--- config.mk ---
export PLATFORM = sky130hd
export DESIGN_NAME = isas_slave_top
export DESIGN_NICKNAME = d
export VERILOG_FILES = /design/src/verilog/isas_sync.v /design/src/verilog/isas_mem_seq.v /design/src/verilog/isas_slave_top.v
export VERILOG_INCLUDE_DIRS = /design/src /design/src/verilog
export SDC_FILE = /design/constraint.sdc
export NUM_CORES = 1
export LEC_CHECK = 0
export BUFFER_PORTS_ARGS = -buffer_cell sky130_fd_sc_hd__buf_2
export CAP_MARGIN = 5
export CORE_ASPECT_RATIO = 0.9
export CORE_UTILIZATION = 39
export DETAILED_ROUTE_END_ITERATION = 8
export GPL_TIMING_DRIVEN = 0
export HOLD_SLACK_MARGIN = 0.02
export MAX_ROUTING_LAYER = met4
export SLEW_MARGIN = 20
export SYNTH_ARGS = -nofsm -noshare
export SYNTH_HDL_FRONTEND = slang
export SYNTH_HIERARCHICAL = 1
export SYNTH_SLANG_ARGS = --single-unit
--- constraint.sdc ---
create_clock -name clk_sys -period 3.4 [get_ports clk_sys]
set_input_delay 0.34 -clock clk_sys [delete_from_list [all_inputs] [get_ports clk_sys]]
set_output_delay 0.34 -clock clk_sys [all_outputs]
set_load 0.1 [all_outputs]
--- src/verilog/isas_consts.vh ---
// Purpose: constants for the isa slave sram access block
// Assumes: 10 MHz clk_sys, 64 KB local sram, 8-bit proms
// Notes: included by the sequencer and top design files, not by the synchroniser
//
// What this block does
// - master or slave chosen by strap only
// - slave access style from bit 13
// - 24-byte io window, 16 bases
// - boot prom 8 to 64K, on-chip compare in master mode
// - boot prom bytes paired into 16 bits
// - shared match starts sram access, width converted
// - indexed io reaches sram data and pointer
// - 16-bit data port access becomes two bytes
// - shared mode presents prom and sram 16-bit
// - prefetch next ascending sram word
// - valid prefetch served after one wait clock
// - invalid prefetch stretches cycle until fetched
// - local sram owned by this device
// - registers and address prom same both modes
// - netboot comes up active, else inactive
// - misc config two loaded from word 0x10
// - inactive device ignores all accesses
`ifndef ISAS_CONSTS_VH
`define ISAS_CONSTS_VH

`define ISAS_IO_BASE0 10'h200
`define ISAS_IO_SPAN 10'h018
`define ISAS_OFF_RDP 5'h10
`define ISAS_OFF_RAP 5'h12
`define ISAS_OFF_RST 5'h14
`define ISAS_OFF_IDP 5'h16

`define ISAS_IDX_WIN_A 7'h00
`define ISAS_IDX_WIN_B 7'h01
`define ISAS_IDX_BCR2 7'h02
`define ISAS_IDX_MISC2 7'h09
`define ISAS_BCR2_ARCH_BIT 13
`define ISAS_BCR2_RESET 16'h0000
`define ISAS_MISC2_RESET 16'h0000
`define ISAS_BOOT_RESET 16'h0000

`define ISAS_EE_W_BOOT 6'h08
`define ISAS_EE_W_BCR2 6'h0A
`define ISAS_EE_W_MISC2 6'h10

`define ISAS_TGT_SRAM 2'h0
`define ISAS_TGT_PROM 2'h1
`define ISAS_TGT_APROM 2'h2

`define ISAS_CLK_NS 100
`define ISAS_SRAM_ACC_NS 150
`define ISAS_PROM_ACC_NS 250
`define ISAS_SRAM_CYC ((`ISAS_SRAM_ACC_NS + `ISAS_CLK_NS - 1) / `ISAS_CLK_NS)
`define ISAS_PROM_CYC ((`ISAS_PROM_ACC_NS + `ISAS_CLK_NS - 1) / `ISAS_CLK_NS)

`endif

--- src/verilog/isas_sync.v ---
// Purpose: two-stage synchroniser for pin inputs
// Assumes: inputs asynchronous to clk_sys
// Notes: first stage feeds only the second
`timescale 1ns/100ps
module isas_sync #(
  parameter W = 1,
  parameter [W-1:0] INIT = {W{1'b0}}
) (
  input wire clk_sys,
  input wire resetn,
  input wire [W-1:0] din,
  output wire [W-1:0] dout
);
  reg [W-1:0] meta_q;
  reg [W-1:0] sync_q;

  always @(posedge clk_sys or negedge resetn) begin
    if (!resetn) begin
      meta_q <= INIT;
      sync_q <= INIT;
    end else begin
      meta_q <= din;
      sync_q <= meta_q;
    end
  end

  assign dout = sync_q;
endmodule

--- src/verilog/isas_mem_seq.v ---
// Purpose: byte sequencer for local sram and 8-bit proms
// Assumes: one byte per access, fixed access counts
// Notes: two-byte runs fill low byte first
`timescale 1ns/100ps
`include "isas_consts.vh"
module isas_mem_seq (
  input wire clk_sys,
  input wire resetn,
  input wire start,
  input wire wrEn,
  input wire twoBytes,
  input wire [1:0] target,
  input wire [15:0] addr,
  input wire [15:0] wdata,
  input wire [7:0] memData,
  output wire busy,
  output reg done,
  output reg [15:0] rdata,
  output reg [15:0] memAddr,
  output reg [7:0] memWdata,
  output wire memWdOe,
  output wire sramCeN,
  output wire promCeN,
  output wire apromCeN,
  output wire memOeN,
  output wire memWeN
);
  reg act_q;
  reg second_q;
  reg wr_q;
  reg two_q;
  reg [1:0] tgt_q;
  reg [3:0] cnt_q;
  reg [15:0] wd_q;

  localparam [31:0] SRAM_CYC_W = `ISAS_SRAM_CYC;
  localparam [31:0] PROM_CYC_W = `ISAS_PROM_CYC;

  function [3:0] cycFor;
    input [1:0] t;
    begin
      cycFor = (t == `ISAS_TGT_SRAM) ? SRAM_CYC_W[3:0] : PROM_CYC_W[3:0];
    end
  endfunction

  always @(posedge clk_sys or negedge resetn) begin
    if (!resetn) begin
      act_q <= 1'b0;
      second_q <= 1'b0;
      wr_q <= 1'b0;
      two_q <= 1'b0;
      tgt_q <= `ISAS_TGT_SRAM;
      cnt_q <= 4'h0;
      wd_q <= 16'h0000;
      done <= 1'b0;
      rdata <= 16'h0000;
      memAddr <= 16'h0000;
      memWdata <= 8'h00;
    end else begin
      done <= 1'b0;
      if (!act_q && start) begin
        act_q <= 1'b1;
        second_q <= 1'b0;
        wr_q <= wrEn;
        two_q <= twoBytes;
        tgt_q <= target;
        cnt_q <= cycFor(target);
        wd_q <= wdata;
        memAddr <= addr;
        memWdata <= wdata[7:0];
      end else if (act_q) begin
        if (cnt_q > 4'h1) begin
          cnt_q <= cnt_q - 4'h1;
        end else begin
          if (second_q) begin
            rdata[15:8] <= memData;
          end else begin
            rdata[7:0] <= memData;
          end
          if (two_q && !second_q) begin
            second_q <= 1'b1;
            cnt_q <= cycFor(tgt_q);
            memAddr <= memAddr + 16'h0001;
            memWdata <= wd_q[15:8];
          end else begin
            act_q <= 1'b0;
            done <= 1'b1;
          end
        end
      end
    end
  end

  assign busy = act_q;
  assign memWdOe = act_q & wr_q;
  assign sramCeN = ~(act_q & (tgt_q == `ISAS_TGT_SRAM));
  assign promCeN = ~(act_q & (tgt_q == `ISAS_TGT_PROM));
  assign apromCeN = ~(act_q & (tgt_q == `ISAS_TGT_APROM));
  assign memOeN = ~(act_q & ~wr_q);
  // write strobe released in the last cycle so data holds past it
  assign memWeN = ~(act_q & wr_q & (cnt_q > 4'h1));
endmodule

--- src/verilog/isas_slave_top.v ---
// Purpose: isa slave access path to local sram and proms
// Assumes: host strobes and data are asynchronous pins
// Notes: controller core registers lie outside this block
`timescale 1ns/100ps
`include "isas_consts.vh"
module isas_slave_top (
  input wire clk_sys,
  input wire resetn,
  input wire masterStrap,
  input wire netBootStrap,
  input wire cfgActivate,
  input wire [3:0] ioBaseSel,
  input wire eeLoadStb,
  input wire [5:0] eeWordAddr,
  input wire [15:0] eeWordData,
  input wire [19:0] isaAddr,
  input wire isaMemRdN,
  input wire isaMemWrN,
  input wire isaIoRdN,
  input wire isaIoWrN,
  input wire isaSbheN,
  input wire [15:0] isaDataIn,
  input wire bootRomMatchInN,
  input wire sharedSramMatchInN,
  output reg [15:0] isaDataOut,
  output wire isaDataOe,
  output wire ioChRdyOut,
  output wire ioChRdyOe,
  input wire [7:0] memData,
  output wire [15:0] memAddr,
  output wire [7:0] memWdata,
  output wire memWdOe,
  output wire sramCeN,
  output wire promCeN,
  output wire apromCeN,
  output wire memOeN,
  output wire memWeN,
  output wire deviceActive,
  output wire slaveMode,
  output wire indexedIoArchSelect
);
  localparam [2:0] S_IDLE = 3'h0;
  localparam [2:0] S_BUSY = 3'h1;
  localparam [2:0] S_PF = 3'h2;
  localparam [2:0] S_HOLD = 3'h3;

  localparam [2:0] K_NONE = 3'h0;
  localparam [2:0] K_SRAMRD = 3'h1;
  localparam [2:0] K_SRAMWR = 3'h2;
  localparam [2:0] K_PROM = 3'h3;
  localparam [2:0] K_APROM = 3'h4;
  localparam [2:0] K_REG = 3'h5;

  wire [19:0] sAddr;
  wire sMemRdN;
  wire sMemWrN;
  wire sIoRdN;
  wire sIoWrN;
  wire sSbheN;
  wire [15:0] sData;
  wire sBootN;
  wire sSramN;
  wire sMaster;
  wire sNetBoot;

  isas_sync #(.W(45), .INIT({20'h00000, 7'h7F, 16'h0000, 2'h3})) uHostSync (
    .clk_sys(clk_sys),
    .resetn(resetn),
    .din({isaAddr, isaMemRdN, isaMemWrN, isaIoRdN, isaIoWrN, isaSbheN,
          bootRomMatchInN, sharedSramMatchInN, isaDataIn, masterStrap, netBootStrap}),
    .dout({sAddr, sMemRdN, sMemWrN, sIoRdN, sIoWrN, sSbheN, sBootN, sSramN,
           sData, sMaster, sNetBoot})
  );

  reg [2:0] state_q;
  reg [1:0] strapCnt_q;
  reg strapDone_q;
  reg master_q;
  reg active_q;
  reg cmdPrev_q;
  reg [15:0] bcr2_q;
  reg [15:0] misc2_q;
  reg [15:0] bootCfg_q;
  reg [6:0] index_q;
  reg [15:0] ptr_q;
  reg hostReq_q;
  reg hostSel_q;
  reg [2:0] kind_q;
  reg rd_q;
  reg wide_q;
  reg pio_q;
  reg [15:0] addr_q;
  reg [15:0] wd_q;
  reg [4:0] off_q;
  reg [15:0] pfData_q;
  reg [15:0] pfAddr_q;
  reg pfValid_q;
  reg pfWant_q;
  reg engStart_q;
  reg engWr_q;
  reg engTwo_q;
  reg [1:0] engTgt_q;
  reg [15:0] engAddr_q;
  reg [15:0] engWd_q;

  wire engBusy;
  wire engDone;
  wire [15:0] engRdata;

  isas_mem_seq uSeq (
    .clk_sys(clk_sys),
    .resetn(resetn),
    .start(engStart_q),
    .wrEn(engWr_q),
    .twoBytes(engTwo_q),
    .target(engTgt_q),
    .addr(engAddr_q),
    .wdata(engWd_q),
    .busy(engBusy),
    .done(engDone),
    .rdata(engRdata),
    .memData(memData),
    .memAddr(memAddr),
    .memWdata(memWdata),
    .memWdOe(memWdOe),
    .sramCeN(sramCeN),
    .promCeN(promCeN),
    .apromCeN(apromCeN),
    .memOeN(memOeN),
    .memWeN(memWeN)
  );

  // 8-bit odd bytes come back on the low lane
  function [15:0] laneOut;
    input [15:0] d;
    input a0;
    input wide;
    begin
      laneOut = wide ? d : {d[15:8], (a0 ? d[15:8] : d[7:0])};
    end
  endfunction

  // boot prom window: 8K times 2^size, base on 8K steps
  function bootCompare;
    input [6:0] a;
    input [6:0] base;
    input [1:0] size;
    reg [6:0] mask;
    begin
      mask = 7'h7F << size;
      bootCompare = ((a & mask) == (base & mask));
    end
  endfunction

  wire cmdAny = ~sMemRdN | ~sMemWrN | ~sIoRdN | ~sIoWrN;
  wire cycStart = cmdAny & ~cmdPrev_q;
  wire isMem = ~sMemRdN | ~sMemWrN;
  wire isRd = ~sMemRdN | ~sIoRdN;
  wire wide = ~sSbheN & ~sAddr[0];
  wire pioArch = bcr2_q[`ISAS_BCR2_ARCH_BIT];
  wire [9:0] ioBase = `ISAS_IO_BASE0 + {1'b0, ioBaseSel, 5'h00};
  wire [9:0] ioOff = sAddr[9:0] - ioBase;
  wire ioHit = ~isMem & (ioOff < `ISAS_IO_SPAN);
  wire bootHit = isMem & ~sMemRdN & (master_q ? bootCompare(sAddr[19:13], bootCfg_q[6:0],
                 bootCfg_q[9:8]) : ~sBootN);
  wire sramMemHit = isMem & ~master_q & ~pioArch & ~sSramN;
  wire idpSram = ioHit & (ioOff[4:0] == `ISAS_OFF_IDP) & (index_q == `ISAS_IDX_WIN_A)
                 & ~master_q & pioArch;

  reg [2:0] newKind;
  always @* begin
    newKind = K_NONE;
    if (bootHit) begin
      newKind = K_PROM;
    end else if (sramMemHit || idpSram) begin
      newKind = isRd ? K_SRAMRD : K_SRAMWR;
    end else if (ioHit && ioOff[4] == 1'b0) begin
      newKind = isRd ? K_APROM : K_NONE;
    end else if (ioHit) begin
      newKind = K_REG;
    end
  end

  reg [15:0] regRd;
  always @* begin
    regRd = 16'h0000;
    if (off_q == `ISAS_OFF_RAP) begin
      regRd = {9'h000, index_q};
    end else if (off_q == `ISAS_OFF_IDP) begin
      case (index_q)
        `ISAS_IDX_WIN_B: regRd = ptr_q;
        `ISAS_IDX_BCR2: regRd = bcr2_q;
        `ISAS_IDX_MISC2: regRd = misc2_q;
        default: regRd = 16'h0000;
      endcase
    end
  end

  wire [15:0] wordAddr = {addr_q[15:1], 1'b0};
  wire pfHit = pfValid_q & (pfAddr_q == wordAddr);
  wire [15:0] ptrStep = wide_q ? 16'h0002 : 16'h0001;

  // straps caught after they cross the synchroniser
  always @(posedge clk_sys or negedge resetn) begin
    if (!resetn) begin
      strapCnt_q <= 2'h0;
      strapDone_q <= 1'b0;
      master_q <= 1'b0;
      active_q <= 1'b0;
    end else begin
      if (!strapDone_q) begin
        strapCnt_q <= strapCnt_q + 2'h1;
        if (strapCnt_q == 2'h3) begin
          strapDone_q <= 1'b1;
          master_q <= sMaster;
          active_q <= sNetBoot;
        end
      end else if (cfgActivate) begin
        active_q <= 1'b1;
      end
    end
  end

  always @(posedge clk_sys or negedge resetn) begin
    if (!resetn) begin
      state_q <= S_IDLE;
      cmdPrev_q <= 1'b0;
      bcr2_q <= `ISAS_BCR2_RESET;
      misc2_q <= `ISAS_MISC2_RESET;
      bootCfg_q <= `ISAS_BOOT_RESET;
      index_q <= 7'h00;
      ptr_q <= 16'h0000;
      hostReq_q <= 1'b0;
      hostSel_q <= 1'b0;
      kind_q <= K_NONE;
      rd_q <= 1'b0;
      wide_q <= 1'b0;
      pio_q <= 1'b0;
      addr_q <= 16'h0000;
      wd_q <= 16'h0000;
      off_q <= 5'h00;
      pfData_q <= 16'h0000;
      pfAddr_q <= 16'h0000;
      pfValid_q <= 1'b0;
      pfWant_q <= 1'b0;
      engStart_q <= 1'b0;
      engWr_q <= 1'b0;
      engTwo_q <= 1'b0;
      engTgt_q <= `ISAS_TGT_SRAM;
      engAddr_q <= 16'h0000;
      engWd_q <= 16'h0000;
      isaDataOut <= 16'h0000;
    end else begin
      cmdPrev_q <= cmdAny;
      engStart_q <= 1'b0;
      if (eeLoadStb) begin
        if (eeWordAddr == `ISAS_EE_W_MISC2) begin
          misc2_q <= eeWordData;
        end
        if (eeWordAddr == `ISAS_EE_W_BCR2) begin
          bcr2_q <= eeWordData;
        end
        if (eeWordAddr == `ISAS_EE_W_BOOT) begin
          bootCfg_q <= eeWordData;
        end
      end
      if (cycStart && active_q && newKind != K_NONE) begin
        hostReq_q <= 1'b1;
        hostSel_q <= 1'b1;
        kind_q <= newKind;
        rd_q <= isRd;
        wide_q <= wide | (isMem & ~pioArch);
        pio_q <= idpSram;
        addr_q <= idpSram ? ptr_q : (bootHit ? sAddr[15:0] : (ioHit ?
                  {11'h000, ioOff[4:0]} : sAddr[15:0]));
        wd_q <= wide ? sData : {8'h00, sData[7:0]};
        off_q <= ioOff[4:0];
      end
      case (state_q)
        S_IDLE: begin
          if (hostReq_q) begin
            case (kind_q)
              K_SRAMRD: begin
                if (pfHit) begin
                  isaDataOut <= laneOut(pfData_q, addr_q[0], wide_q);
                  pfAddr_q <= wordAddr + 16'h0002;
                  pfValid_q <= 1'b0;
                  pfWant_q <= 1'b1;
                  hostReq_q <= 1'b0;
                  if (pio_q) begin
                    ptr_q <= ptr_q + ptrStep;
                  end
                  state_q <= S_HOLD;
                end else begin
                  engStart_q <= 1'b1;
                  engWr_q <= 1'b0;
                  engTwo_q <= 1'b1;
                  engTgt_q <= `ISAS_TGT_SRAM;
                  engAddr_q <= wordAddr;
                  state_q <= S_BUSY;
                end
              end
              K_SRAMWR: begin
                pfValid_q <= 1'b0;
                engStart_q <= 1'b1;
                engWr_q <= 1'b1;
                engTwo_q <= wide_q;
                engTgt_q <= `ISAS_TGT_SRAM;
                engAddr_q <= addr_q;
                engWd_q <= wd_q;
                state_q <= S_BUSY;
              end
              K_PROM: begin
                engStart_q <= 1'b1;
                engWr_q <= 1'b0;
                engTwo_q <= 1'b1;
                engTgt_q <= `ISAS_TGT_PROM;
                engAddr_q <= wordAddr;
                state_q <= S_BUSY;
              end
              K_APROM: begin
                engStart_q <= 1'b1;
                engWr_q <= 1'b0;
                engTwo_q <= 1'b1;
                engTgt_q <= `ISAS_TGT_APROM;
                engAddr_q <= wordAddr;
                state_q <= S_BUSY;
              end
              default: begin
                hostReq_q <= 1'b0;
                state_q <= S_HOLD;
                if (rd_q) begin
                  isaDataOut <= laneOut(regRd, 1'b0, wide_q);
                end else if (off_q == `ISAS_OFF_RAP) begin
                  index_q <= wd_q[6:0];
                end else if (off_q == `ISAS_OFF_IDP) begin
                  case (index_q)
                    `ISAS_IDX_WIN_B: begin
                      ptr_q <= wd_q;
                      pfValid_q <= 1'b0;
                    end
                    `ISAS_IDX_BCR2: bcr2_q <= wd_q;
                    `ISAS_IDX_MISC2: misc2_q <= wd_q;
                    default: index_q <= index_q;
                  endcase
                end
              end
            endcase
          end else if (pfWant_q && !master_q) begin
            engStart_q <= 1'b1;
            engWr_q <= 1'b0;
            engTwo_q <= 1'b1;
            engTgt_q <= `ISAS_TGT_SRAM;
            engAddr_q <= pfAddr_q;
            state_q <= S_PF;
          end
        end
        S_BUSY: begin
          if (engDone) begin
            hostReq_q <= 1'b0;
            isaDataOut <= laneOut(engRdata, addr_q[0], wide_q);
            if (kind_q == K_SRAMRD) begin
              pfAddr_q <= wordAddr + 16'h0002;
              pfWant_q <= 1'b1;
            end
            if (pio_q) begin
              ptr_q <= ptr_q + ptrStep;
            end
            state_q <= S_HOLD;
          end
        end
        S_PF: begin
          if (engDone) begin
            pfData_q <= engRdata;
            pfValid_q <= 1'b1;
            pfWant_q <= 1'b0;
            state_q <= S_IDLE;
          end
        end
        S_HOLD: begin
          if (!cmdAny) begin
            hostSel_q <= 1'b0;
            state_q <= S_IDLE;
          end
        end
        default: state_q <= S_IDLE;
      endcase
    end
  end

  assign isaDataOe = hostSel_q & rd_q & cmdAny & (state_q == S_HOLD);
  assign ioChRdyOut = 1'b0;
  assign ioChRdyOe = hostReq_q;
  assign deviceActive = active_q;
  assign slaveMode = strapDone_q & ~master_q;
  assign indexedIoArchSelect = pioArch;
endmodule

### Yosys cells after proc, flatten, opt, wreduce, memory -nomap -nowiden

Index checks and enable logic that the tools add are counted.

* $mul: 0
* bitwise logic cells: 56
* reductions and logical operators: 44
* $add $sub $neg: 7
* equal/unequal tests: 46
* shift operators: 1
* magnitude comparators: 2
* divide/modulo/power cells: 0
* mux-type cells: 144

Operator list (number)
* two-way mux 16 bit: 48
* case mux 16 bit (2 select lines): 5
* case mux 16 bit (3 select lines): 2
* two-way mux 8 bit: 8
* two-way mux 1 bit: 50
* two-way mux 3 bit: 10
* inverter 1 bit: 25
* AND 1 bit: 24
* inequality test 3 bit, second input constant: 8
* AND reduction 4 bit: 5
* AND reduction 9 bit: 2
* adder 16 x 1 -> 16 bit, second input constant: 1
* adder 16 x 2 -> 16 bit: 1
* adder 16 x 2 -> 16 bit, second input constant: 1
* equality test 16 bit: 1
* two-way mux 4 bit: 4
* inequality test 2 bit, second input constant: 8
* inequality test 4 x 3 -> 1 bit, second input constant: 4
* equality test 5 bit, second input constant: 3
* AND 7 bit: 2
* equality test 3 x 2 -> 1 bit, second input constant: 4
* equality test 6 x 4 -> 1 bit, second input constant: 2
* two-way mux 2 bit: 6
* case mux 1 bit (3 select lines): 4
* 40 further kinds: 72

* memories: 0
* register bits: 363
* word-level logic and storage cells: 345
* ROM bits: 0
* latch bits: 0
* RAM bits: 0

### Logic depth before layout (Yosys ltp)

* depth in word-level cells: 18
* depth in mapped cells: 11

### Cells and area by module

The synthesis kept the hierarchy.

By module, submodules not included
* isas_slave_top: cells an instance 1069, seq. area each 5079.9 um2, area an instance 11170.7 um2, instances 1
* isas_mem_seq: cells an instance 288, seq. area each 1476.4 um2, area an instance 2792.7 um2, instances 1
* isas_sync: cells an instance 90, seq. area each 2274.7 um2, area an instance 2274.7 um2, instances 1

### Worst setup path after synthesis

OpenSTA, ideal clock, no wires.

* kind: input -> register
* start point: input ioBaseSel[2]
* end point: register off_q[1]
* buffers on the path: 1
* library setup time: 0.125 ns
* slack: 0.453 ns
* data arrival time: 2.822 ns
* stages on the path: 10
* cell sequence: inv_1 ha_1 ha_1 a21o_1 o21a_1 or4_1 a22oi_2 a31oi_2 buf_6 mux2_4

* longest elaborated chain between the ends: 13

Ends and longest elaborated chain
* start, declared: RTL line isas_slave_top.v:12 `input wire [3:0] ioBaseSel,`
* adder 10 x 9 -> 10 bit (no line) (*)
* subtractor 10 bit (*): RTL line isas_slave_top.v:162 `wire [9:0] ioOff = sAddr[9:0] - ioBase;`
* less-than comparator 10 x 5 -> 1 bit (no line) (*)
* AND 1 bit (*): RTL line isas_slave_top.v:163 `` wire ioHit = ~isMem & (ioOff < `ISAS_IO_SPAN); ``
* AND 1 bit (4 in series): RTL line isas_slave_top.v:167 `` wire idpSram = ioHit & (ioOff[4:0] == `ISAS_OFF_IDP) & (index_q == `ISAS_IDX_WIN_A) ``
* logical OR 1 bit: RTL line isas_slave_top.v:175 `end else if (sramMemHit || idpSram) begin`
* two-way mux 3 bit (*): RTL line isas_slave_top.v:175
* two-way mux 3 bit (*): RTL line isas_slave_top.v:173 `if (bootHit) begin`
* nonzero test 3 bit (*): RTL line isas_slave_top.v:267 `if (cycStart && active_q && newKind != K_NONE) begin`
* logical AND 1 bit (*): RTL line isas_slave_top.v:267
* end signal, assigned: RTL line isas_slave_top.v:277 `off_q <= ioOff[4:0];`
* end, declared: RTL line isas_slave_top.v:94 `reg [4:0] off_q;`

Mark *: on every way between the ends. The rest lies on a longest branch, timed or not.
A chain may end at the register's enable or synchronous reset.

### Worst setup path in the final report

* start point: register uHostSync.sync_q[31], in the netlist uHostSync/dout[31]
* end point: register off_q[1]

* longest elaborated chain between the ends: 12

Ends and longest elaborated chain
* start, declared: RTL line isas_sync.v:15 `reg [W-1:0] sync_q;`
* start signal, assigned: RTL line isas_sync.v:23 `sync_q <= meta_q;`
* subtractor 10 bit (*): RTL line isas_slave_top.v:162
* less-than comparator 10 x 5 -> 1 bit (no line) (*)
* AND 1 bit (*): RTL line isas_slave_top.v:163
* AND 1 bit (4 in series): RTL line isas_slave_top.v:167
* logical OR 1 bit: RTL line isas_slave_top.v:175
* two-way mux 3 bit (*): RTL line isas_slave_top.v:175
* two-way mux 3 bit (*): RTL line isas_slave_top.v:173
* nonzero test 3 bit (*): RTL line isas_slave_top.v:267
* logical AND 1 bit (*): RTL line isas_slave_top.v:267

Marked as above.

==> metrics <==
status=complete, no violations; chip width=217.1 um; clock sink total=352; sequential share of the synthesized area=54.38%; top cells by area, synth=dfrtp_1, mux2_2, mux2i_1; fin crit period=3.219 ns; placed instance area=0.01767 mm2; f_max=310.7 MHz; worst skew pair latency=0.54 ns; Post-synth EDFFs=0; FP Rows=70; Setup CP Type=reg2reg; yosys warns=6; Die ar.=0.04246 mm2; Yosys top cell by area=dfrtp_1; hold_ws=0.04763 ns; Reg-to-Reg End=off_q[1]; CTS buffer count=39; Final Total Pwr=16.18 mW; Hold Crit Class=in2reg; DRT iter0 DRCs=963; most frequent cells in the layout=dfrtp_1, nand2_1, buf_2; Setup crit end kind=register; PortBufs=133; Buffers & Inverters on Critical Path=1; fin crit share=94.67%; CP startpoint=uHostSync/dout[31]; grt total ovfl=0; family with the most delay on the worst path=compound AO/OA/AOI/OAI gates; most used cell, CP=ha_1; DR vias=12,000; first-pass GRT wire length=69,090 um; cell chain of the critical path=ha_1, ha_1, and3_1, o21a_1, or4_1, a22oi_2, a31oi_2, buf_6, mux2_4; routed len/inst=19.53 um; worst-path maximum fanout=10; Final HPWL DP=31,840 um; Synth-to-Final Area Change=20.36%; share of cells above drive strength 1=22.41%; mapped cell area=0.01624 mm2; CP required=3.81 ns; leak pwr=8.654 nW; largest net degree at the start of global routing=103; final count of hold timing violations=0; TritonCTS clock tree=built; WHS Path Cells=2; Synthesized Nets=1,554; Final TNS setup=0 ns; Cell Pwr Density=827.7 mW/mm2; clk_skew=0.02328 ns; Root Buffer=clkbuf_16; initial antenna violation count=0; crit path DAT=3.63 ns; setup ws final=0.1811 ns; relative slew slack=45.51%; Worst Max-Slew Pin Slew=0.8173 ns; Synth async-reset ratio=100.0%; CP max stage cell=or4_1; DRC Markers=0; RSZ-0062 raised after global routing=false; Final GP Congestion=0.9259; average cell area after synthesis=11.22 um2; Post-Layout Inst Area=0.01954 mm2; DIE HEIGHT=195.6 um; TritonRoute pass-1 iters=5; CTS H-tree depth=2; post-synth cell types=80; maximum vdd ir drop=0.6211 mV; CP max stage delay=0.48 ns; Setup WS pre-CTS=0.07724 ns; Startpoint Class=register; Syn Inst Count=1,447; number of global-route vias before repair=12,050; MaxCap Viol Count=0; Max Slew Vio Count=0; final setup vio count=0; Synth top area share=51.47%; I/O pin count=135; Reg2Reg Depth=9; clock-pin transition on the worst setup and hold timing paths=0.06 ns; Routed Antenna Nets=0; R2R Setup Slk=0.18 ns; starting density of the core=39.79%; core box area=0.04081 mm2; origin of the critical flop-to-flop path=uHostSync/dout[31]; WL final=43,780 um; commonest non-fill, non-tap cell in the layout=dfrtp_1; All-Layer GR Usage=21.58%; HP Start=memData[5]; Main synth FF type=dfrtp_1; #FFs+latches synth=352; NumNets Final=1,777; Hold EP=uSeq/rdata[13]; via/cell ratio=5.357; setup bufs post-CTS=0; CTS Buffer Depth=3
-- metal layers --
metal | up-vias | track usage [%] | share of wire (%)
li1 | 5611 | - | -
met1 | 5920 | 30.25 | 46
met2 | 397 | 32.27 | 45
met3 | 76 | 3.801 | 6.6
met4 | 0 | 5.529 | 2.3
met5 | - | - | 0
-- layout make-up --
cell class                      instances  area, um2
Sequential cell                       352       8831
Fill cell                            3768      21270
Antenna cell                            1      2.502
Inverter                               59      221.5
Multi-Input combinational cell        959       6845
Clock inverter                         20      224.0
Buffer                                 77      347.8
Clock buffer                           51       1177
Timing Repair Buffer                  182       1219
Tap cell                              540      675.6
-- power breakdown --
part           internal, mW  switching (mW)
Combinational          1.82            3.71
Clock                  2.76            1.76
Sequential             5.16           0.966
Total                  9.74            6.44
-- cell families after synthesis --
family	after synthesis	share of synthesized area [%]
AND/OR/NAND/NOR	399	11.91
flip-flops	352	54.38
AO/OA/AOI/OAI	295	12.56
multiplexers	200	13.57
buffers and inverters	136	3.498
XOR/XNOR	40	2.158
adder cells (fa/ha/maj)	24	1.896
other	1	0.02309
-- how the worst max path moves through the flow --
stage                           endpoint  cells past startpoint
finish                          off_q[1]                      9
global route                     wd_q[5]                      9
CTS                            ptr_q[15]                      7
detailed placement               wd_q[4]                     11
global placement    uHostSync/meta_q[30]                      1
floorplan                       off_q[1]                     10
-- timing repair --
item / in CTS / in global routing
endpoints found under the hold margin: 125 / 0
hold buffers: 46 / 0
gates resized for setup: 0 / 3
setup endpoints to repair: 0 / 20
-- through the flow --
step	cells	utilization [%]
after floorplan	1447	-
after global routing	2240	47.88
after CTS	2240	47.86
after global placement	2120	43.07
final	2241	47.88
after detailed placement	2123	43.30
-- synthesized netlist by cell type (all sizes together) (8+ instances only) --
library cell and count:
a21oi 48, nand4 14, or4 10, xnor2 31
nand3 25, o22ai 12, nand2 163, clkbuf 59
a22oi 10, a221oi 15, o21ai 86, nor2 84
a2bb2oi 24, a31oi 28, buf 18, o2bb2ai 10
nor2b 9, inv 59, mux2 113, nor3 26
dfrtp 334, nand2b 10, o31ai 11, dfstp 18
mux2i 87, and3 12, xor2 9, or2 8
ha 23
-- worst reg2reg max path, cell delays in order (launching register included) --
cell	delay, ns
dfrtp_1	0.40
ha_1	0.29
ha_1	0.38
and3_1	0.20
o21a_1	0.17
or4_1	0.48
a22oi_2	0.37
a31oi_2	0.26
buf_6	0.24
mux2_4	0.31
Power figures use the tool's default switching activity.
